==> src/core/cbm_consts.svh <==
/*
  Constants for the charger boost mode control block: register offsets, field positions,
  reset values and timing counts. Assumes a 100 MHz core clock.
*/
`ifndef CBM_CONSTS_SVH
`define CBM_CONSTS_SVH

`define CBM_CLK_MHZ 100
// Register indices
`define CBM_REG_STATUS 4'h0
`define CBM_REG_CONTROL 4'h1
`define CBM_REG_MODE 4'h2
// Control register fields
`define CBM_CTL_BOOST_SEL 0
`define CBM_CTL_HIZ_REQ 1
`define CBM_CTL_CHG_INHIBIT 2
`define CBM_CTL_OTG_POL 3
`define CBM_CTL_OTG_PIN_EN 4
`define CBM_CTL_WDOG_KICK 7
`define CBM_CTL_RESET 8'h00
// Fault codes
`define CBM_FLT_NONE 3'h0
`define CBM_FLT_BUS_OV 3'h1
`define CBM_FLT_STARTUP 3'h2
`define CBM_FLT_BAT_UV 3'h3
`define CBM_FLT_THERMAL 3'h5
`define CBM_FLT_TIMER 3'h6
// Times in their own units, cycle counts derived from the clock rate
`define CBM_LIN_TIMEOUT_US 560
`define CBM_SS_HALF_US 128
`define CBM_SS_FULL_US 384
`define CBM_ILIM_SUSTAIN_US 50
`define CBM_RETRY_FIRST_US 5200
`define CBM_RETRY_NEXT_US 5000
`define CBM_STROBE_US 128
`define CBM_LIN_CYC (`CBM_LIN_TIMEOUT_US * `CBM_CLK_MHZ)
`define CBM_SS_HALF_CYC (`CBM_SS_HALF_US * `CBM_CLK_MHZ)
`define CBM_SS_FULL_CYC (`CBM_SS_FULL_US * `CBM_CLK_MHZ)
`define CBM_ILIM_CYC (`CBM_ILIM_SUSTAIN_US * `CBM_CLK_MHZ)
`define CBM_RETRY_FIRST_CYC (`CBM_RETRY_FIRST_US * `CBM_CLK_MHZ)
`define CBM_RETRY_NEXT_CYC (`CBM_RETRY_NEXT_US * `CBM_CLK_MHZ)
`define CBM_STROBE_CYC (`CBM_STROBE_US * `CBM_CLK_MHZ)
// 32 s and 15 min at 100 MHz
`define CBM_T32_CYC 64'd3200000000
`define CBM_T15_CYC 64'd90000000000

`endif

==> src/core/cbm_pkg.sv <==
/*
  Types for the charger boost mode control block.
  Assumes cbm_consts.svh supplies the numeric constants.
*/
package cbm_pkg;

  typedef enum logic [1:0] {
    CBM_OP_CHARGE = 2'h0,
    CBM_OP_CFG = 2'h1,
    CBM_OP_BOOST = 2'h3,
    CBM_OP_HIZ = 2'h2
  } cbm_opmode_t;

  // Gray along off -> lin -> ss -> run
  typedef enum logic [1:0] {
    CBM_SQ_OFF = 2'h0,
    CBM_SQ_LIN = 2'h1,
    CBM_SQ_SS = 2'h3,
    CBM_SQ_RUN = 2'h2
  } cbm_seq_t;

  typedef struct packed {
    logic mid_rail_node_ok;
    logic out_at_95;
    logic bat_above_uv;
    logic out_above_ref;
    logic ilim_hit;
    logic bus_ov;
    logic thermal;
    logic toff_end;
  } cbm_cmp_t;

  typedef struct packed {
    logic precharge_on;
    logic switching_on;
    logic ilim_full;
    logic loop_closed;
    logic pulse_skip;
    logic long_on_time;
    logic path_off;
  } cbm_pwr_t;

endpackage

==> src/core/cbm_ctrl.sv <==
/*
  Charger mode control and boost startup sequencer: register port, timers, mode select,
  boost enable, sequencer with timeouts, pulse skip, fault handling and OTG retry.
  Assumes comparator and pin inputs are asynchronous; register port is on clk_i.
*/
// Added by the designer: the register offsets and the strobed register port.
`timescale 1ns/100ps
`include "cbm_consts.svh"

// Overview of operation
// - Charge only when pin, inhibit, hiz clear
// - Disable pin freezes 32-second timer count
// - Disable pin rise resets 15-minute timer
// - Mode: boost running, else hiz, else fault, else boost/charge
// - Boost off clears boost select bit
// - Boost only allowed in 32-second mode
// - OTG pin active when equal to polarity
// - Active OTG pin boosts despite hiz
// - Register boost needs hiz clear
// - 32 s expiry in boost: reset, fault 110
// - Status read or power-on clears fault
// - Above reference at off-time end: pulse skip
// - Sequencer goes linear, soft start, run
// - Shut down boost with charge off holds path switches off
// - Linear startup, fault after 560 us
// - Soft start half limit, then full
// - Full limit after 128 us, fault +384 us
// - Boost fault: strobe, clear select, hiz, code
// - OTG retry after 5.2 ms, then 5 ms
// - Fault codes per cause
module cbm_ctrl (
  input wire logic clk_i,
  input wire logic resetn_i,
  input wire logic ce_i,
  input wire logic [3:0] addr_i,
  input wire logic [7:0] wdata_i,
  input wire logic wr_i,
  input wire logic rd_i,
  output logic [7:0] rdata_o,
  input wire logic disable_pin_i,
  input wire logic otg_pin_i,
  input wire cbm_pkg::cbm_cmp_t cmp_i,
  input wire logic fifteen_min_mode_i,
  output logic charge_en_o,
  output cbm_pkg::cbm_opmode_t opmode_o,
  output cbm_pkg::cbm_pwr_t pwr_o,
  output logic status_strobe_o
);
  import cbm_pkg::*;

  logic [9:0] raw_in;
  logic [9:0] sync_in;
  cbm_cmp_t cmp;
  logic dis_pin, otg_pin;
  logic [7:0] ctrl_ff;
  logic [2:0] fault_ff;
  logic fault_active_ff;
  logic dis_pin_d_ff;
  logic [63:0] t32_ff, t15_ff;
  logic t32_expire;
  cbm_seq_t seq_ff;
  logic [19:0] seq_cnt_ff;
  logic ilim_full_ff;
  logic [15:0] ilim_cnt_ff;
  logic boost_req, boost_req_d_ff, otg_active, boost_fault;
  logic [2:0] boost_code;
  logic retry_wait_ff, retry_first_ff, retry_go;
  logic [19:0] retry_cnt_ff;
  logic [15:0] strobe_cnt_ff;
  logic pskip_ff;

  function automatic logic [19:0] c20(input int v);
    c20 = 20'(v);
  endfunction

  assign raw_in = {disable_pin_i, otg_pin_i, cmp_i};
  cbm_sync #(.WIDTH(10)) u_sync (
    .clk_i(clk_i),
    .resetn_i(resetn_i),
    .async_i(raw_in),
    .sync_o(sync_in)
  );
  assign cmp = sync_in[7:0];
  assign otg_pin = sync_in[8];
  assign dis_pin = sync_in[9];

  assign otg_active = (otg_pin == ctrl_ff[`CBM_CTL_OTG_POL]) && ctrl_ff[`CBM_CTL_OTG_PIN_EN];
  // boost enable needs 32-second mode; pin or register path
  assign boost_req = !fifteen_min_mode_i && !retry_wait_ff
    && (otg_active || (ctrl_ff[`CBM_CTL_BOOST_SEL] && !ctrl_ff[`CBM_CTL_HIZ_REQ]));
  assign t32_expire = (t32_ff >= `CBM_T32_CYC - 64'd1) && !dis_pin;

  always_comb begin
    boost_fault = 1'b0;
    boost_code = `CBM_FLT_NONE;
    if (seq_ff != CBM_SQ_OFF) begin
      if (cmp.bus_ov) begin
        boost_fault = 1'b1;
        boost_code = `CBM_FLT_BUS_OV;
      end else if (cmp.thermal) begin
        boost_fault = 1'b1;
        boost_code = `CBM_FLT_THERMAL;
      end else if (!cmp.bat_above_uv) begin
        boost_fault = 1'b1;
        boost_code = `CBM_FLT_BAT_UV;
      end else if ((seq_ff == CBM_SQ_LIN && !cmp.mid_rail_node_ok && seq_cnt_ff >= c20(`CBM_LIN_CYC - 1))
        || (seq_ff == CBM_SQ_SS && !cmp.out_at_95
        && seq_cnt_ff >= c20(`CBM_SS_HALF_CYC + `CBM_SS_FULL_CYC - 1))
        || (seq_ff == CBM_SQ_RUN && ilim_cnt_ff >= 16'(`CBM_ILIM_CYC))) begin
        boost_fault = 1'b1;
        boost_code = `CBM_FLT_STARTUP;
      end
    end
  end

  // Control register; kick bit self-clears
  always_ff @(posedge clk_i) begin
    if (!resetn_i) begin
      ctrl_ff <= `CBM_CTL_RESET;
    end else if (ce_i) begin
      if (wr_i && addr_i == `CBM_REG_CONTROL) begin
        ctrl_ff <= wdata_i;
      end else begin
        ctrl_ff[`CBM_CTL_WDOG_KICK] <= 1'b0;
      end
      if (seq_ff != CBM_SQ_OFF && t32_expire) begin
        ctrl_ff <= `CBM_CTL_RESET;
      end else if (boost_fault || (seq_ff != CBM_SQ_OFF && !boost_req)) begin
        ctrl_ff[`CBM_CTL_BOOST_SEL] <= 1'b0;
      end
    end
  end

  // Fault latch; set wins over read clear
  always_ff @(posedge clk_i) begin
    if (!resetn_i) begin
      fault_ff <= `CBM_FLT_NONE;
      fault_active_ff <= 1'b0;
    end else if (ce_i) begin
      if (seq_ff != CBM_SQ_OFF && t32_expire) begin
        fault_ff <= `CBM_FLT_TIMER;
        fault_active_ff <= 1'b1;
      end else if (boost_fault) begin
        fault_ff <= boost_code;
        fault_active_ff <= 1'b1;
      end else if (rd_i && addr_i == `CBM_REG_STATUS) begin
        fault_ff <= `CBM_FLT_NONE;
        fault_active_ff <= 1'b0;
      end
    end
  end

  // disable pin holds the 32 s count
  always_ff @(posedge clk_i) begin
    if (!resetn_i) begin
      t32_ff <= 64'd0;
    end else if (ce_i) begin
      if (ctrl_ff[`CBM_CTL_WDOG_KICK] || t32_expire) begin
        t32_ff <= 64'd0;
      end else if (!dis_pin) begin
        t32_ff <= t32_ff + 64'd1;
      end
    end
  end

  // disable pin rising clears 15 min timer
  always_ff @(posedge clk_i) begin
    if (!resetn_i) begin
      t15_ff <= 64'd0;
      dis_pin_d_ff <= 1'b0;
    end else if (ce_i) begin
      dis_pin_d_ff <= dis_pin;
      if (fifteen_min_mode_i && dis_pin && !dis_pin_d_ff) begin
        t15_ff <= 64'd0;
      end else if (fifteen_min_mode_i && charge_en_o && t15_ff < `CBM_T15_CYC) begin
        t15_ff <= t15_ff + 64'd1;
      end
    end
  end

  always_ff @(posedge clk_i) begin
    if (!resetn_i) begin
      seq_ff <= CBM_SQ_OFF;
      seq_cnt_ff <= 20'h0;
      ilim_full_ff <= 1'b0;
      boost_req_d_ff <= 1'b0;
    end else if (ce_i) begin
      boost_req_d_ff <= boost_req;
      seq_cnt_ff <= seq_cnt_ff + 20'h1;
      if (boost_fault || !boost_req || t32_expire) begin
        seq_ff <= CBM_SQ_OFF;
        ilim_full_ff <= 1'b0;
      end else begin
        case (seq_ff)
          CBM_SQ_OFF: begin
            // enter linear on enable rising edge
            if ((boost_req && !boost_req_d_ff || retry_go) && cmp.bat_above_uv) begin
              seq_ff <= CBM_SQ_LIN;
              seq_cnt_ff <= 20'h0;
            end
          end
          CBM_SQ_LIN: begin
            if (cmp.mid_rail_node_ok) begin
              seq_ff <= CBM_SQ_SS;
              seq_cnt_ff <= 20'h0;
              ilim_full_ff <= 1'b0;
            end
          end
          CBM_SQ_SS: begin
            if (seq_cnt_ff >= c20(`CBM_SS_HALF_CYC - 1)) begin
              ilim_full_ff <= 1'b1;
            end
            if (cmp.out_at_95 && cmp.bat_above_uv) begin
              seq_ff <= CBM_SQ_RUN;
              ilim_full_ff <= 1'b1;
            end
          end
          CBM_SQ_RUN: ;
          default: seq_ff <= CBM_SQ_OFF;
        endcase
      end
    end
  end

  // Sustained current limit in run state
  always_ff @(posedge clk_i) begin
    if (!resetn_i) begin
      ilim_cnt_ff <= 16'h0;
    end else if (ce_i) begin
      ilim_cnt_ff <= (seq_ff == CBM_SQ_RUN && cmp.ilim_hit) ? ilim_cnt_ff + 16'h1 : 16'h0;
    end
  end

  assign retry_go = retry_wait_ff && retry_cnt_ff == 20'h0;
  always_ff @(posedge clk_i) begin
    if (!resetn_i) begin
      retry_wait_ff <= 1'b0;
      retry_first_ff <= 1'b1;
      retry_cnt_ff <= 20'h0;
    end else if (ce_i) begin
      if (!otg_active) begin
        retry_wait_ff <= 1'b0;
        retry_first_ff <= 1'b1;
      end else if (boost_fault) begin
        retry_wait_ff <= 1'b1;
        retry_cnt_ff <= retry_first_ff ? c20(`CBM_RETRY_FIRST_CYC - 1) : c20(`CBM_RETRY_NEXT_CYC - 1);
        retry_first_ff <= 1'b0;
      end else if (retry_wait_ff) begin
        if (retry_cnt_ff == 20'h0) begin
          retry_wait_ff <= 1'b0;
        end else begin
          retry_cnt_ff <= retry_cnt_ff - 20'h1;
        end
      end else if (seq_ff == CBM_SQ_RUN) begin
        retry_first_ff <= 1'b1;
      end
    end
  end

  always_ff @(posedge clk_i) begin
    if (!resetn_i) begin
      pskip_ff <= 1'b0;
    end else if (ce_i) begin
      if (seq_ff != CBM_SQ_RUN || !cmp.out_above_ref) begin
        pskip_ff <= 1'b0;
      end else if (cmp.toff_end) begin
        pskip_ff <= 1'b1;
      end
    end
  end

  always_ff @(posedge clk_i) begin
    if (!resetn_i) begin
      strobe_cnt_ff <= 16'h0;
      status_strobe_o <= 1'b0;
    end else if (ce_i) begin
      if (boost_fault || (seq_ff != CBM_SQ_OFF && t32_expire)) begin
        strobe_cnt_ff <= 16'(`CBM_STROBE_CYC - 1);
        status_strobe_o <= 1'b1;
      end else if (strobe_cnt_ff != 16'h0) begin
        strobe_cnt_ff <= strobe_cnt_ff - 16'h1;
      end else begin
        status_strobe_o <= 1'b0;
      end
    end
  end

  // Outputs from flip-flops
  always_ff @(posedge clk_i) begin
    if (!resetn_i) begin
      charge_en_o <= 1'b0;
      opmode_o <= CBM_OP_HIZ;
      pwr_o <= '0;
    end else if (ce_i) begin
      charge_en_o <= !dis_pin && !ctrl_ff[`CBM_CTL_CHG_INHIBIT] && !ctrl_ff[`CBM_CTL_HIZ_REQ]
        && !fault_active_ff && seq_ff == CBM_SQ_OFF;
      if (seq_ff != CBM_SQ_OFF) begin
        opmode_o <= CBM_OP_BOOST;
      end else if (ctrl_ff[`CBM_CTL_HIZ_REQ]) begin
        opmode_o <= CBM_OP_HIZ;
      end else if (fault_active_ff) begin
        opmode_o <= CBM_OP_CFG;
      end else begin
        // select bit cannot show boost under the 15-minute timer
        opmode_o <= (ctrl_ff[`CBM_CTL_BOOST_SEL] && !fifteen_min_mode_i) ? CBM_OP_BOOST : CBM_OP_CHARGE;
      end
      pwr_o.precharge_on <= seq_ff == CBM_SQ_LIN;
      pwr_o.switching_on <= (seq_ff == CBM_SQ_SS || seq_ff == CBM_SQ_RUN) && !pskip_ff;
      pwr_o.ilim_full <= ilim_full_ff;
      pwr_o.loop_closed <= seq_ff == CBM_SQ_RUN;
      pwr_o.pulse_skip <= pskip_ff;
      pwr_o.long_on_time <= pskip_ff;
      // path switches off when boost is down and charging is off
      pwr_o.path_off <= seq_ff == CBM_SQ_OFF && !charge_en_o;
    end
  end

  // Read data, one cycle after the strobe
  always_ff @(posedge clk_i) begin
    if (!resetn_i) begin
      rdata_o <= 8'h00;
    end else if (ce_i) begin
      case (addr_i)
        `CBM_REG_STATUS: rdata_o <= {5'h00, fault_ff};
        `CBM_REG_CONTROL: rdata_o <= ctrl_ff;
        `CBM_REG_MODE: rdata_o <= {2'h0, pskip_ff, ilim_full_ff, seq_ff, opmode_o};
        default: rdata_o <= 8'h00;
      endcase
    end
  end

  a_seq_lin_to_ss: assert property (@(posedge clk_i) disable iff (!resetn_i)
    ce_i && seq_ff == CBM_SQ_LIN && cmp.mid_rail_node_ok && !boost_fault && boost_req && !t32_expire
    |=> seq_ff == CBM_SQ_SS && !ilim_full_ff) else $error("lin to ss failed");
  a_charge_block: assert property (@(posedge clk_i) disable iff (!resetn_i)
    ce_i && dis_pin |=> !charge_en_o) else $error("charge with disable pin");
  a_fault_strobe: assert property (@(posedge clk_i) disable iff (!resetn_i)
    ce_i && boost_fault |=> status_strobe_o && fault_active_ff) else $error("no strobe on fault");
  a_timer_code: assert property (@(posedge clk_i) disable iff (!resetn_i)
    ce_i && seq_ff != CBM_SQ_OFF && t32_expire |=> fault_ff == `CBM_FLT_TIMER && ctrl_ff == 8'h00)
    else $error("timer fault wrong");
  a_read_clear: assert property (@(posedge clk_i) disable iff (!resetn_i)
    ce_i && rd_i && addr_i == `CBM_REG_STATUS && !boost_fault && !(seq_ff != CBM_SQ_OFF && t32_expire)
    |=> fault_ff == 3'h0) else $error("read did not clear fault");
  a_t32_freeze: assert property (@(posedge clk_i) disable iff (!resetn_i)
    ce_i && dis_pin && !ctrl_ff[`CBM_CTL_WDOG_KICK] |=> t32_ff == $past(t32_ff)) else $error("t32 moved");
  a_no_boost_15: assert property (@(posedge clk_i) disable iff (!resetn_i)
    ce_i && fifteen_min_mode_i && seq_ff == CBM_SQ_OFF |=> seq_ff == CBM_SQ_OFF) else $error("boost in 15 min mode");
  a_t15_clear: assert property (@(posedge clk_i) disable iff (!resetn_i)
    ce_i && fifteen_min_mode_i && dis_pin && !dis_pin_d_ff |=> t15_ff == 64'd0) else $error("t15 not cleared");
  a_pskip_exit: assert property (@(posedge clk_i) disable iff (!resetn_i)
    ce_i && !cmp.out_above_ref |=> !pskip_ff) else $error("pulse skip stuck");
  a_sel_cleared: assert property (@(posedge clk_i) disable iff (!resetn_i)
    ce_i && boost_fault |=> !ctrl_ff[`CBM_CTL_BOOST_SEL]) else $error("select not cleared");
  c_run: cover property (@(posedge clk_i) seq_ff == CBM_SQ_RUN);
  c_retry: cover property (@(posedge clk_i) retry_go);
  c_pskip: cover property (@(posedge clk_i) pskip_ff);
endmodule // cbm_ctrl

==> src/core/cbm_sync.sv <==
/*
  Two flip-flop synchroniser for a bundle of asynchronous levels.
  Assumes the inputs are quasi-static relative to the clock.
*/
`timescale 1ns/100ps
module cbm_sync #(
  parameter int WIDTH = 8
) (
  input wire logic clk_i,
  input wire logic resetn_i,
  input wire logic [WIDTH-1:0] async_i,
  output logic [WIDTH-1:0] sync_o
);
  logic [WIDTH-1:0] meta_ff;

  always_ff @(posedge clk_i) begin
    if (!resetn_i) begin
      meta_ff <= '0;
      sync_o <= '0;
    end else begin
      meta_ff <= async_i;
      sync_o <= meta_ff;
    end
  end
endmodule // cbm_sync

==> config.mk <==
export PLATFORM = sky130hd
export DESIGN_NAME = cbm_ctrl
export DESIGN_NICKNAME = d
export VERILOG_FILES = /design/src/core/cbm_pkg.sv /design/src/core/cbm_ctrl.sv /design/src/core/cbm_sync.sv
export VERILOG_INCLUDE_DIRS = /design/src /design/src/core
export SDC_FILE = /design/constraint.sdc
export NUM_CORES = 1
export LEC_CHECK = 0
export BUFFER_PORTS_ARGS = -buffer_cell sky130_fd_sc_hd__buf_2
export CORE_MARGIN = 5
export CORE_UTILIZATION = 61
export DETAILED_ROUTE_END_ITERATION = 7
export GPL_ROUTABILITY_DRIVEN = 0
export PLACE_DENSITY = 0.92
export SLEW_MARGIN = 20
export SYNTH_ARGS = -nofsm -noshare
export SYNTH_HDL_FRONTEND = slang
export SYNTH_HIERARCHICAL = 1
export SYNTH_SLANG_ARGS = --single-unit
==> constraint.sdc <==
create_clock -name clk_i -period 3.5 [get_ports clk_i]
set_input_delay 0.7 -clock clk_i [delete_from_list [all_inputs] [get_ports clk_i]]
set_output_delay 0.7 -clock clk_i [all_outputs]
set_load 0.005 [all_outputs]
* Word-level counts from Yosys, hierarchy flattened *
Index checks and enable logic that the tools add are counted.

operators by class
  bitwise gates (word level) = 0
  shift operators = 0
  $add $sub $neg = 5
  reductions and logical operators = 74
  muxes and demuxes = 61
  div/mod/pow operators = 0
  magnitude comparators = 5
  multiply operators = 0
  eq/ne operators = 16

operators by type and width
  operator                                                                               number
  64-bit two-way mux                                                                     2
  20-bit two-way mux                                                                     6
  64-bit by 1-bit adder with 64-bit output, second input constant                        1
  64-bit by 32-bit greater-or-equal comparator with 1-bit output, second input constant  1
  16-bit two-way mux                                                                     3
  20-bit by 16-bit greater-or-equal comparator with 1-bit output, second input constant  2
  20-bit one-hot mux with 2 select lines                                                 1
  1-bit two-way mux                                                                      27
  1-bit logical AND                                                                      26
  8-bit one-hot mux with 3 select lines                                                  1
  20-bit by 1-bit adder with 20-bit output, second input constant                        1
  20-bit by 14-bit greater-or-equal comparator with 1-bit output, second input constant  1
  20-bit logical NOT                                                                     1
  2-bit two-way mux                                                                      10
  20-bit by 1-bit subtractor with 20-bit output, second input constant                   1
  3-bit two-way mux                                                                      6
  16-bit by 1-bit adder with 16-bit output, second input constant                        1
  16-bit by 13-bit greater-or-equal comparator with 1-bit output, second input constant  1
  16-bit nonzero test                                                                    1
  16-bit by 1-bit subtractor with 16-bit output, second input constant                   1
  15-bit two-way mux                                                                     1
  7-bit two-way mux                                                                      2
  2-bit AND reduction                                                                    7
  1-bit logical NOT                                                                      13
  other kinds (20)                                                                       44

storage, ports and cells
  register bits = 193
  memory bits (writable) = 0
  memories kept = 0
  bits of input ports = 28
  bits in latches = 0
  ROM bits = 0

* Logic depth before layout (Yosys ltp) *
Gate-level depths: netlist (run 1).

  depth after elaboration = 14
  mapped depth = 11
  mapped depth without buffers = 9

* By module *
The synthesis (run 1) kept the hierarchy.

modules (own cells, without submodules)
  module    times used  sequential area each (µm²)  cells an instance  area an instance (µm²)
  cbm_ctrl  1           3,463.3                     995                8,251.7
  cbm_sync  1           400.4                       42                 561.8

* Least setup slack after synthesis (run 1) *
No wires, ideal clock.

  path kind = reg-to-reg
  start point = reg seq_cnt_ff[0]
  end point = reg seq_cnt_ff[10]
  arrival = 2.413 ns
  setup slack = 0.970 ns
  cell stages (with the launch flop) = 10
  period minus slack after synthesis = 2.530 ns
  cells stage by stage = dfxtp_1 -> ha_1 -> and3_1 -> a41o_1 -> a221oi_4 -> a21oi_2 -> or4_4 -> o21ai_4 -> buf_2 -> nor2_1

on the way
  word-level cells in the longest chain between the ends = 12
  elaborated cells on any way between the ends = 18
  classes of those cells = 1 x add/sub; 2 x order compare; 9 x mux; 6 x reduce/logical

RTL lines
  element                                                                                   RTL line                          RTL
  from (decl)                                                                               cbm_ctrl.sv:62                    logic [19:0] seq_cnt_ff;
  from (signal assigned)                                                                    cbm_ctrl.sv:189                   seq_cnt_ff <= seq_cnt_ff + 20'h1;
  20-bit by 16-bit greater-or-equal comparator with 1-bit output, on equally long branches  cbm_ctrl.sv:106, cbm_ctrl.sv:108
  1-bit logical AND, on equally long branches                                               cbm_ctrl.sv:106, cbm_ctrl.sv:107
  1-bit logical OR (2 in series)                                                            cbm_ctrl.sv:106                   end else if ((seq_ff == CBM_SQ_LIN && !cmp.mid_rail_node_ok && seq_cnt_ff >= c20(`CBM_LIN_CYC - 1))
  1-bit two-way mux                                                                         cbm_ctrl.sv:106
  1-bit two-way mux                                                                         cbm_ctrl.sv:103                   end else if (!cmp.bat_above_uv) begin
  1-bit two-way mux                                                                         cbm_ctrl.sv:100                   end else if (cmp.thermal) begin
  1-bit two-way mux                                                                         cbm_ctrl.sv:97                    if (cmp.bus_ov) begin
  1-bit two-way mux                                                                         cbm_ctrl.sv:96                    if (seq_ff != CBM_SQ_OFF) begin
  1-bit logical OR (2 in series)                                                            cbm_ctrl.sv:190                   if (boost_fault || !boost_req || t32_expire) begin
  20-bit two-way mux *                                                                      cbm_ctrl.sv:190

Mark *: on every way between the ends. The rest lies on a longest branch, timed or not.
A chain may end at the register's enable or synchronous reset.

* Worst setup path in the final report (run 1) *
  start point = reg t32_ff[33]
  end point = reg seq_cnt_ff[17]

on the way
  word-level cells in the longest chain between the ends = 4

RTL lines
  element                                                         RTL line         RTL
  from (decl)                                                     cbm_ctrl.sv:59   logic [63:0] t32_ff, t15_ff;
  from (signal assigned)                                          cbm_ctrl.sv:161  t32_ff <= t32_ff + 64'd1;
  64-bit by 32-bit greater-or-equal comparator with 1-bit output  cbm_ctrl.sv:91   assign t32_expire = (t32_ff >= `CBM_T32_CYC - 64'd1) && !dis_pin;
  1-bit logical AND                                               cbm_ctrl.sv:91
  1-bit logical OR                                                cbm_ctrl.sv:190
  20-bit two-way mux                                              cbm_ctrl.sv:190

No other way between the ends.

==> results by stage, run 1 <==
Outcome:
- The run finished with clean final reports.

Route:
- After detailed routing, the number of vias per cell comes to 6.169.
- The iteration count of the initial detailed-routing pass is 5.
- The routed wirelength normalized by instance count is around 17 um.
- The DRC violation total after the first TritonRoute iteration is 670.
- The detailed router placed ~8k vias in this run.
- The total routed wirelength is between 20000 and 25000 um.
- The remaining antenna violation count after routing is 0.
- In the routed design, unresolved DRC markers number 0.

Logic synthesis:
- The share of the yosys chip area belonging to registers is 43.84%.
- The net count after synthesis is 1075.
- Counting flops with an async set or reset pin after synthesis yields a share of 0%.
- Yosys printed 6 warnings.
- The largest family of logic cells by synthesized area is simple AND/OR/NAND/NOR gates.
- Measured against the total synthesized area, the mux share comes to under 10%.
- After synthesis the cells add up to 8813 um^2.
- Synthesis produced a netlist whose cell count is 1037.
- The area fraction in compound gates after synthesis is 13.86%.
- After synthesis, the most frequently instantiated cells are dfxtp_1, nor2_1, nand2_1.
- The post-synthesis cell type with the largest combined area is dfxtp_1.
- The number of enable-type register cells in the synthesized netlist is 0.
- The register bit count reported by yosys is a little under 200.
- Of the total synthesized cell area, the portion taken by XOR and XNOR cells is about 7.7%.
- The most repeated cell in the gate-level netlist after synthesis is dfxtp_1.
- After synthesis, the cell types taking the most area are dfxtp_1, nor2_1, xor2_1.
- For this run, the leading register cell type out of synthesis is dfxtp_1.
- The average cell area after synthesis is ~8.5 um^2.
- The number of library cell types mapped by synthesis is 74.
- The arithmetic-cell share of the synthesized area counting full adders, half adders and majority gates is under 10%.
- After synthesis, the largest area contributor takes up a little over two fifths of total cell area.
- Summing the areas of all and, or, nand and nor instances in the mapped netlist gives between 20% and 30% of the synthesized area.

Layout:
- The fraction of final layout cells sized beyond drive strength 1 is 11.05%.
- After the flow finishes, the layout carries non-filler instances totaling about 1.3k.
- The number of antenna diodes in the final layout is 0.
- The post-synthesis to final-layout area growth is 11.40%.
- The final design utilization is 68.33%.
- The count of nets after finishing is 1112.

Worst setup path:
- The gate family responsible for the most delay along the worst path is simple AND/OR/NAND/NOR gates.
- For this design, the slowest cell found on the critical path is nor3_1.
- The number of buffers and inverters on the critical path is 1.
- The critical path data arrival time is approximately 3200 ps.
- For the worst setup path, the data required time is around 3800 ps.
- The path type of the worst setup path is flip-flop to flip-flop.
- The highest net fanout along the worst path is 18.
- The capturing element type of the critical path is a flip-flop.
- The worst stage delay on the critical path is approximately 530 ps.
- The signal on the critical path passes through nor4_1, nand4_1, nor3_1, a31oi_1, buf_4, or4_4, o21ai_4, nor2_1.
- The critical path launch point type is a flip-flop.

STA:
- Setup violations remaining at the end of the flow were counted as 0.
- The final-report max-slew violation count is 0.
- The setup TNS after final layout is 0 ps.
- The post-route clock skew is roughly 17 ps.
- The final hold violation count was 0.
- Timing would allow up to about 350 MHz.
- The worst slew slack as a fraction of its limit is between 50% and 60%.
- The share of the cycle needed by the critical path after routing is between 80% and 90%.
- Setup repair after global routing left no endpoint under its margin.
- The clock period could shrink to between 2000 and 3000 ps.
- The actual transition at the worst max-transition pin is 726.1 ps.

Pwr:
- Combinational cells account for around 14% of the total power.
- The sequential fraction of design power is between 40% and 50%.
- The clock network accounts for approximately 40% of the total power.
- The net switching power of the design is 0.001409 W.
- The power per cell area is 524.9 nW/um^2.
- The peak supply drop is between 0.0005 and 0.0006 V.
- Cell internal power was estimated by the tool at about 0.0037 W.
- Net switching is 27.34% of the power.
- For this design the static power due to leakage is around 3.7 nW.

CTS:
- The root buffer selected by CTS is clkbuf_16.
- After clock tree synthesis, the flow added hold-fix buffers numbering 0.
- The H-tree was split into 4 levels.
- The post-cts gate resize count is 0.
- The longest clock path from root to sink contains 2 buffers.
- The clock network latency to the later pin of the worst-skew pair is between 400 and 500 ps.
- The number of clock sinks is between 150 and 200.
- TritonCTS built the clock tree.
- Post-CTS timing repair inserted 0 buffers for setup.
- The number of clock buffers added by TritonCTS is 17.
- The CTS clock-pin slew for the worst setup and hold paths is roughly 70 ps.

Place:
- Once detailed placement completed, the half-perimeter wirelength came to ~14000 um.
- The port buffer count is 46.
- In this run, placement finished with an instance count of about 1.2k.

Global route:
- The global-route usage over all layers is 25.71%.
- The initial antenna violation count is 0.
- Entering global routing, the biggest net connects between 60 and 70 pins.
- The wire length of the first global-routing pass is about 35000 um.
- The number of global-route vias before repair is 7479.
- The aggregate global routing overflow is 0.

Floorplanning:
- The area of the core is 14370 um^2.
- The I/O pin total is 47.
- The floorplan has 44 rows.
- The area of the die is 16950 um^2.
- In this run the vertical extent of the chip is ~130 um.
- In this run the horizontal extent of the chip is 130.2 um.
- For this configuration, the core starts out at a cell density of between 60% and 70%.

Worst hold path:
- The class of the tightest hold or removal check is flip-flop to flip-flop.

Job:
- The number of max-cap violations is 0.
metal layers:
metal | GRT usage [%] | share of wire (%) | wire length (um)
met5 | 0 | 0 | 0
met4 | 10.21 | 2.3 | 479
met1 | 32.44 | 42 | 8882
met3 | 5.894 | 7.1 | 1485
met2 | 42.70 | 48 | 10160
path summary, 6_finish.rpt:
check,startpoint,to,slack (ps),cells after the start
setup reg to reg,t32_ff[33],seq_cnt_ff[17],640,8
hold / removal,u_sync/meta_ff[8],u_sync/sync_o[8],430,1
hold reg to reg,u_sync/meta_ff[8],u_sync/sync_o[8],430,1
setup / recovery,t32_ff[33],seq_cnt_ff[17],640,8
area by class of cell:
cell class,instances,area (um^2)
clock buffer,20,446.7
clock inverter,11,170.2
fill,1043,4551
inverter,22,82.58
multi-input combinational,782,4692
sequential,193,3864
tap,184,230.2
timing repair buffer,58,332.8
cell families after synthesis:
group	Yosys count
compound gates	187
xor+xnor	77
fa+ha+maj	10
buf+inv	62
flops	193
mux	11
simple gates	497
cells in the final DEF, fill, tap and decap left out, types with 17 or more instances in the layout:
master,n
nor4_1,20
o21ai_0,27
or3_1,26
and3_1,24
xnor2_1,35
dfxtp_1,193
nand3_1,35
a21oi_1,68
nor2_1,153
clkbuf_16,17
and2_1,23
buf_2,46
nand2_1,88
nand4_1,29
inv_1,20
xor2_1,42
nor3_1,29
a31oi_1,19
registers in the layout (all words and copies together) (netlist names), 10 cells and up:
name,cells
ilim_cnt_ff,16
t32_ff,64
u_sync/sync_o,10
retry_cnt_ff,20
seq_cnt_ff,20
strobe_cnt_ff,16
u_sync/meta_ff,10
power by group through the flow:
stage	combinational (W)	clock [W]	sequential, W
final	0.000739	0.00204	0.00237
after global routing	0.000829	0.00215	0.00239
after CTS	0.000730	0.00206	0.00237
after detailed placement	0.000719	0	0.00242
after global placement	0.000684	0	0.00241
after floorplan	0.000565	0	0.00240
through the flow:
step                      area, um^2  power, W  hold slack (ps)  setup slack [ps]
after floorplan                 8813  0.002963            405.7             969.9
after global routing            9818  0.005367            455.6             474.8
after CTS                       9818  0.005161            436.0             664.6
final                           9818  0.005153            434.2             640.2
after detailed placement        9201  0.003139            419.2             698.7
after global placement          9201  0.003097            410.7             777.7
Note: power is estimated with default switching activity, not from simulation.
==> run 2: changes to the inputs <==
--- a/config.mk
+++ b/config.mk
@@ -8,10 +8,10 @@
 export LEC_CHECK = 0
 export BUFFER_PORTS_ARGS = -buffer_cell sky130_fd_sc_hd__buf_2
 export CORE_MARGIN = 5
-export CORE_UTILIZATION = 61
+export CORE_UTILIZATION = 55
 export DETAILED_ROUTE_END_ITERATION = 7
 export GPL_ROUTABILITY_DRIVEN = 0
-export PLACE_DENSITY = 0.92
+export PLACE_DENSITY = 0.88
 export SLEW_MARGIN = 20
 export SYNTH_ARGS = -nofsm -noshare
 export SYNTH_HDL_FRONTEND = slang
==> constraint.sdc (replaced) <==
create_clock -name clk_i -period 2.55 [get_ports clk_i]
set_input_delay 0.51 -clock clk_i [delete_from_list [all_inputs] [get_ports clk_i]]
set_output_delay 0.51 -clock clk_i [all_outputs]
set_load 0.005 [all_outputs]
==> results by stage, run 2 (synthesized netlist as in run 1, its figures left out) <==
Outcome:
- The run finished, with violations left.
- The final reports fail on negative setup slack.

STA:
- Setup violations remaining at the end of the flow were counted as 3.
- The setup TNS after final layout is -73.01 ps.
- For the pin with the worst max-slew slack, the measured transition is about 630 ps.
- The final hold violation count is 0.
- Setup repair after global routing could not meet its margin everywhere.
- The worst slew slack as a fraction of its limit is approximately three fifths.
- The share of the cycle needed by the critical path after routing is 102.3%.
- Across all setup checks in the final design, the least slack found is -58.46 ps.
- The final-report max-slew violation count came to 0.
- Clock skew on the completed layout was measured at 9.471 ps.
- Counting I/O delays and the setup requirement, the final critical path takes 2608 ps.
- For this run, the top clock speed supported by timing is 383.4 MHz.

Pwr:
- The peak supply drop is just over 0.0006 V.
- The power per cell area is between 600 and 700 nW/um^2.
- Summed over all cells, the static leakage comes to 4.064 nW.

Worst hold path:
- The number of instances on the worst hold path is 2.
- The startpoint identified for the worst hold timing path is cmp_i[7].
- The tightest min-delay check is of the input port to flip-flop type.
- The worst hold path terminates at u_sync/meta_ff[7].

Route:
- The detail route stage leaves a number of antenna-violating nets equal to 0.
- The routed wirelength normalized by instance count is 17.38 um.
- For this run, design rule violations remaining after detail routing come to 0.
- The vias per cell is ~6.2.
- Across all layers, the routed design uses around 8.4k vias.
- The iteration count of the initial detailed-routing pass is 5.
- The total routed wirelength is about 24000 um.
- The first routing iteration left about 800 violations.

Layout:
- The post-synthesis to final-layout area growth is 20.03%.
- The largest registers in the layout are t32_ff (64), retry_cnt_ff (20), seq_cnt_ff (20).
- At the end of the flow, the number of nets in the layout was about 1.2k.
- The largest register by flop count is t32_ff.
- The register with the most flip-flops in the layout has 64 of them.
- The final design utilization is 66.84%.
- The most common cell after layout, fill and taps aside is dfxtp_1.
- Cells with a size suffix above 1 make up between 15 and 20% of the layout.
- The library cells used most frequently in the layout, excluding fill and tap cells, are dfxtp_1, nor2_1, nand2_1, a21oi_1, buf_4.
- The repair_antennas step left the layout with diodes totalling 0.

CTS:
- The clock network latency to the later pin of the worst-skew pair is about 450 ps.
- After clock tree synthesis, the clock-pin slew on the worst setup and hold paths is approximately 80 ps.
- Clock tree synthesis found a total of approximately 190 sinks.
- Clock tree synthesis inserted a total of 17 buffers.
- The root buffer selected by CTS is clkbuf_16.
- The TritonCTS clock tree is done.
- The clock tree synthesis step divided the H-tree into 4 levels.
- The number of buffers on the longest clock path is 2.

Floorplanning:
- The area of the core is 15830 um^2.
- The floorplan step set the die width to between 100 and 150 um.
- The floorplan has 46 rows.
- Pin placement for this block handled 47 I/O pins.
- The effective utilization at floorplan is between 50 and 60%.
- The area of the die is between 15000 and 20000 um^2.
- The floorplan die height is 136.6 um.

Worst setup path:
- In this run the critical register-to-register path is launched from t32_ff[28].
- The reg-to-reg endpoint is strobe_cnt_ff[11].
- The worst setup path is launched from a flip-flop.
- The required time at the worst-slack endpoint is ~3000 ps.
- By startpoint and endpoint, the worst setup path is classified as flip-flop to flip-flop.
- The reg2reg setup slack is -60 ps.
- The capturing element type of the critical path is a flip-flop.
- The number of cells on the worst reg-to-reg path is 7.
- Data arrives at the worst endpoint at roughly 3000 ps.
- Of all nets on the critical path, the largest fanout is 4.

Global route:
- The number of global-route vias before repair is between 7k and 8k.
- The global-route usage over all layers is 23.82%.
- Entering global routing, the biggest net connects 40 pins.
- The aggregate global routing overflow is 0.
- The first global-routing pass estimated between 30000 and 40000 um of wire.
- The initial antenna violation count came to 0.

Place:
- The port buffer count is 46.
- Detailed placement ended at an HPWL of ~15000 um.

Job:
- Across the run, the number of max-cap violations was 0.
## run 2: repair_timing
action                                  in CTS  in global routing
setup buffers                                0                  9
gates resized for setup                      1                 35
pin swaps                                    0                 13
gates cloned                                 0                  4
hold buffers                                 0                  0
endpoints found under the setup margin       1                 86
## run 2: through the flow
stage / total power, W / hold WS (ps) / instances / setup WS, ps / cell area [um^2]
floorplan: 0.004067 / 405.7 / 1037 / 19.92 / 8813
global placement: 0.004333 / 413.9 / 1321 / 95.38 / 9654
detailed placement: 0.004379 / 417.9 / 1321 / 16.83 / 9654
CTS: 0.006989 / 255.5 / 1353 / 0.9115 / 10250
global route: 0.007398 / 255.6 / 1366 / -93.21 / 10580
finish: 0.007093 / 260.0 / 1366 / -58.46 / 10580
## run 2: worst max path at each step
stage / startpoint / endpoint / cells past startpoint
floorplan: seq_cnt_ff[0] / seq_cnt_ff[10] / 9
global placement: seq_cnt_ff[0] / seq_ff[0] / 8
detailed placement: t32_ff[28] / strobe_cnt_ff[9] / 7
CTS: seq_cnt_ff[11] / seq_ff[0] / 7
global route: t32_ff[29] / strobe_cnt_ff[11] / 7
finish: t32_ff[28] / strobe_cnt_ff[11] / 7
## run 2: worst max-delay path, stage by stage, from the launching register on
cell      delay [ps]
dfxtp_2          370
nand4_4          110
or4b_4           520
a311o_1          330
a31o_1           280
a2111o_1         420
or3_1            350
a21oi_1          160
## run 2: layout make-up
class | instances | area [um^2]
Fill cell | 1100 | 5249
Multi-Input combinational cell | 782 | 4831
Sequential cell | 193 | 3877
Timing Repair Buffer | 121 | 928.4
Clock buffer | 17 | 425.4
Tap cell | 216 | 270.3
Clock inverter | 15 | 163.9
Inverter | 22 | 82.58
## run 2: power breakdown
group	switching [W]	internal, W
logic	0.000688	0.000490
registers	0.000127	0.00314
clock network	0.00133	0.00132
total	0.00215	0.00495
## run 2: per-layer routing
layer | vias up | part of all wire [%] | track usage (%)
li1 | 3901 | - | -
met1 | 3938 | 41 | 31.61
met2 | 466 | 47 | 37.49
met3 | 101 | 8.4 | 5.294
met4 | 0 | 3.8 | 10.08
met5 | - | 0 | 0
==> run 3: changes to the inputs <==
--- a/config.mk
+++ b/config.mk
@@ -7,7 +7,7 @@
 export NUM_CORES = 1
 export LEC_CHECK = 0
 export BUFFER_PORTS_ARGS = -buffer_cell sky130_fd_sc_hd__buf_2
-export CORE_MARGIN = 5
+export CORE_MARGIN = 10
 export CORE_UTILIZATION = 55
 export DETAILED_ROUTE_END_ITERATION = 7
 export GPL_ROUTABILITY_DRIVEN = 0
==> results by stage, run 3 (synthesized netlist as in run 1, its figures left out) <==
Outcome:
- The flow ran to the end, but the final reports show violations.
- The final reports fail on negative setup slack.

Route:
- The remaining antenna violation count after routing is 0.
- The DRC violation count after routing is 0.
- The total routed wirelength is ~23000 um.
- The vias per cell is just over 6.
- The total vias in the final route is just over 8k.
- The DRC violation total after the first TritonRoute iteration is roughly 770.
- In the final routed layout, each cell accounts on average for between 15 and 20 um.
- The pre-antenna-repair detailed-routing pass consisted of 5 iterations.

Layout:
- In the layout the commonest cells are dfxtp_1, nor2_1, nand2_1, a21oi_1, buf_4.
- The filler cells instantiated in the layout total 1160.
- The largest registers in the layout are t32_ff (64), retry_cnt_ff (20), seq_cnt_ff (20).
- The register cell area after layout is roughly 3900 um^2.
- Leaving out fill and tap cells, the most frequent cell in the layout is dfxtp_1.
- The largest register by flop count is t32_ff.
- The register with the most flip-flops in the layout has 64 of them.
- The area growth from synthesis to layout is 18.48%.
- 0 antenna diodes ended up in the layout.
- For this run, the post-layout net count is about 1.2k.
- In the final layout, the multi-input gates occupy 4870 um^2.
- The post-route netlist has a little under a fifth of its cells at a drive strength greater than 1.
- After the flow finishes, the layout carries non-filler instances totaling between 1k and 1.5k.

STA:
- The final-report max-slew violation count is 0.
- For the pin with the worst max-slew slack, the measured transition is between 500 and 600 ps.
- The setup TNS after final layout is -35.49 ps.
- Setup repair after global routing could not meet its margin everywhere.
- The least setup slack across all paths after layout is -19.95 ps.
- The worst slew slack as a fraction of its limit is between 60% and 70%.
- Timing would allow up to ~390 MHz.
- The share of the cycle needed by the critical path after routing is 100.8%.
- The shortest period the worst path allows is around 2600 ps.
- The final hold violation count was 0.
- The setup-violating endpoint count in the final report is 3.
- On the final layout, the worst clock skew is 14.16 ps.

Floorplanning:
- The floorplan has 46 rows.
- The horizontal die dimension is 146.6 um.
- The area of the core is between 15000 and 20000 um^2.
- Measured along the y axis, the die boundary spans ~150 um.
- The floorplan step defined a die boundary enclosing 21490 um^2.
- The I/O pin total is 47.
- The effective utilization at floorplan is 55.89%.

Global route:
- The initial antenna violation count came to 0.
- The global-route usage over all layers is between 20 and 25%.
- Entering global routing, the biggest net connects 63 pins.
- The number of global-route vias before repair is 7723.
- Global routing finished with a remaining overflow of 0.
- The first global-routing pass estimated about 37000 um of wire.

CTS:
- Clock-pin slew was measured on the worst setup and hold paths at about 80 ps.
- The later pin in the worst-skew pair is clocked with a latency of around 450 ps.
- The TritonCTS clock tree is done.
- The number of buffers added to fix hold violations after cts is 0.
- The number of buffers on the longest clock path is 2.
- The root buffer selected by CTS is clkbuf_16.
- TritonCTS created 17 clock buffers.
- The number of levels the H-tree was split into is 4.
- The number of clock sinks is 193.

Worst setup path:
- The depth of the worst register-to-register path is 7.
- The highest net fanout along the worst path is 4.
- The worst stage delay on the critical path is approximately 520 ps.
- The slowest stage of the critical path is the or4b_4 cell.
- The critical path data arrival time is between 2000 and 3000 ps.
- The path type of the worst setup path is flip-flop to flip-flop.
- For the worst setup path, the data required time is 2920 ps.
- The worst setup path is launched from a flip-flop.
- The critical path goes through nand4_4, or4b_4, a311o_1, a31o_1, a2111o_1, or3_1, a21oi_1.
- STA classifies the critical path endpoint as a flip-flop.

Worst hold path:
- The class of the tightest hold or removal check is input port to flip-flop.
- The number of instances on the worst hold path is 2.

Job:
- Across the run, the number of max-cap violations was 0.

Place:
- The setup slack after placement is 4.030 ps.
- Detailed placement finished with a half-perimeter wire length of between 15000 and 20000 um.
- The instance count after placement with tap cells included is between 1k and 1.5k.
- Port buffering added 46 buffers.

Pwr:
- The power per cell area is 681.4 nW/um^2.
- VDD sags by at most approximately 0.00081 V.
- The overall power consumption is just over 0.007 W.
- The static power due to leakage is approximately 4.0 nW.
## run 3: changes by cell type in the layout (fill, tap and decap cells not counted), sizes merged
| cell | before | now |
|---|---|---|
| clkinvlp | 2 | 1 |
| clkbuf | 20 | 17 |
| buf | 118 | 112 |
| inv | 30 | 31 |
## run 3: cell type report
type / instances / share of cell area, %
Inverter: 22 / 0.7908
Timing Repair Buffer: 112 / 7.189
Sequential cell: 193 / 37.16
Clock inverter: 15 / 1.570
Clock buffer: 17 / 4.074
Tap cell: 216 / 2.588
Multi-Input combinational cell: 782 / 46.63
## run 3: repair_timing
action,4_1_cts,5_1_grt
setup buffers,0,4
pin swaps,0,11
cloned,0,0
resized for setup,3,43
endpoints found under the setup margin,3,28
## run 3: metal layers
layer  global-route usage (%)  part of all wire, %  wire length [um]
met1                    25.08                   42              9611
met2                    33.11                   48             10970
met3                    5.192                  8.2              1879
met4                    6.907                  2.3               525
met5                        0                    0                 0
## run 3: power by group
group | switching (W) | internal (W)
Combinational | 0.000709 | 0.000479
Sequential | 0.000131 | 0.00314
Clock | 0.00134 | 0.00132
Total | 0.00218 | 0.00494
## run 3: stage by stage
stage               hold slack (ps)  util [%]  instance area, um^2
floorplan                     405.7         -                 8813
global placement              412.6     61.06                 9629
detailed placement            416.9     61.06                 9629
CTS                           258.4     64.87                10230
global route                  263.2     66.22                10440
finish                        265.2     66.22                10440
## run 3: path summary, 6_finish.rpt
kind / from / endpoint / slack, ps
worst max-delay path: t32_ff[27] / strobe_cnt_ff[9] / -20
worst max register to register: t32_ff[27] / strobe_cnt_ff[9] / -20
worst min register to register: u_sync/meta_ff[1] / u_sync/sync_o[1] / 440
worst min-delay path: cmp_i[6] / u_sync/meta_ff[6] / 270
## run 3: critical path: cells and delay by family, from the launching register on
family / cells / cell delay, ps
AO/OA/AOI/OAI: 4 / 1170
flip-flops: 1 / 370
AND/OR/NAND/NOR: 3 / 960
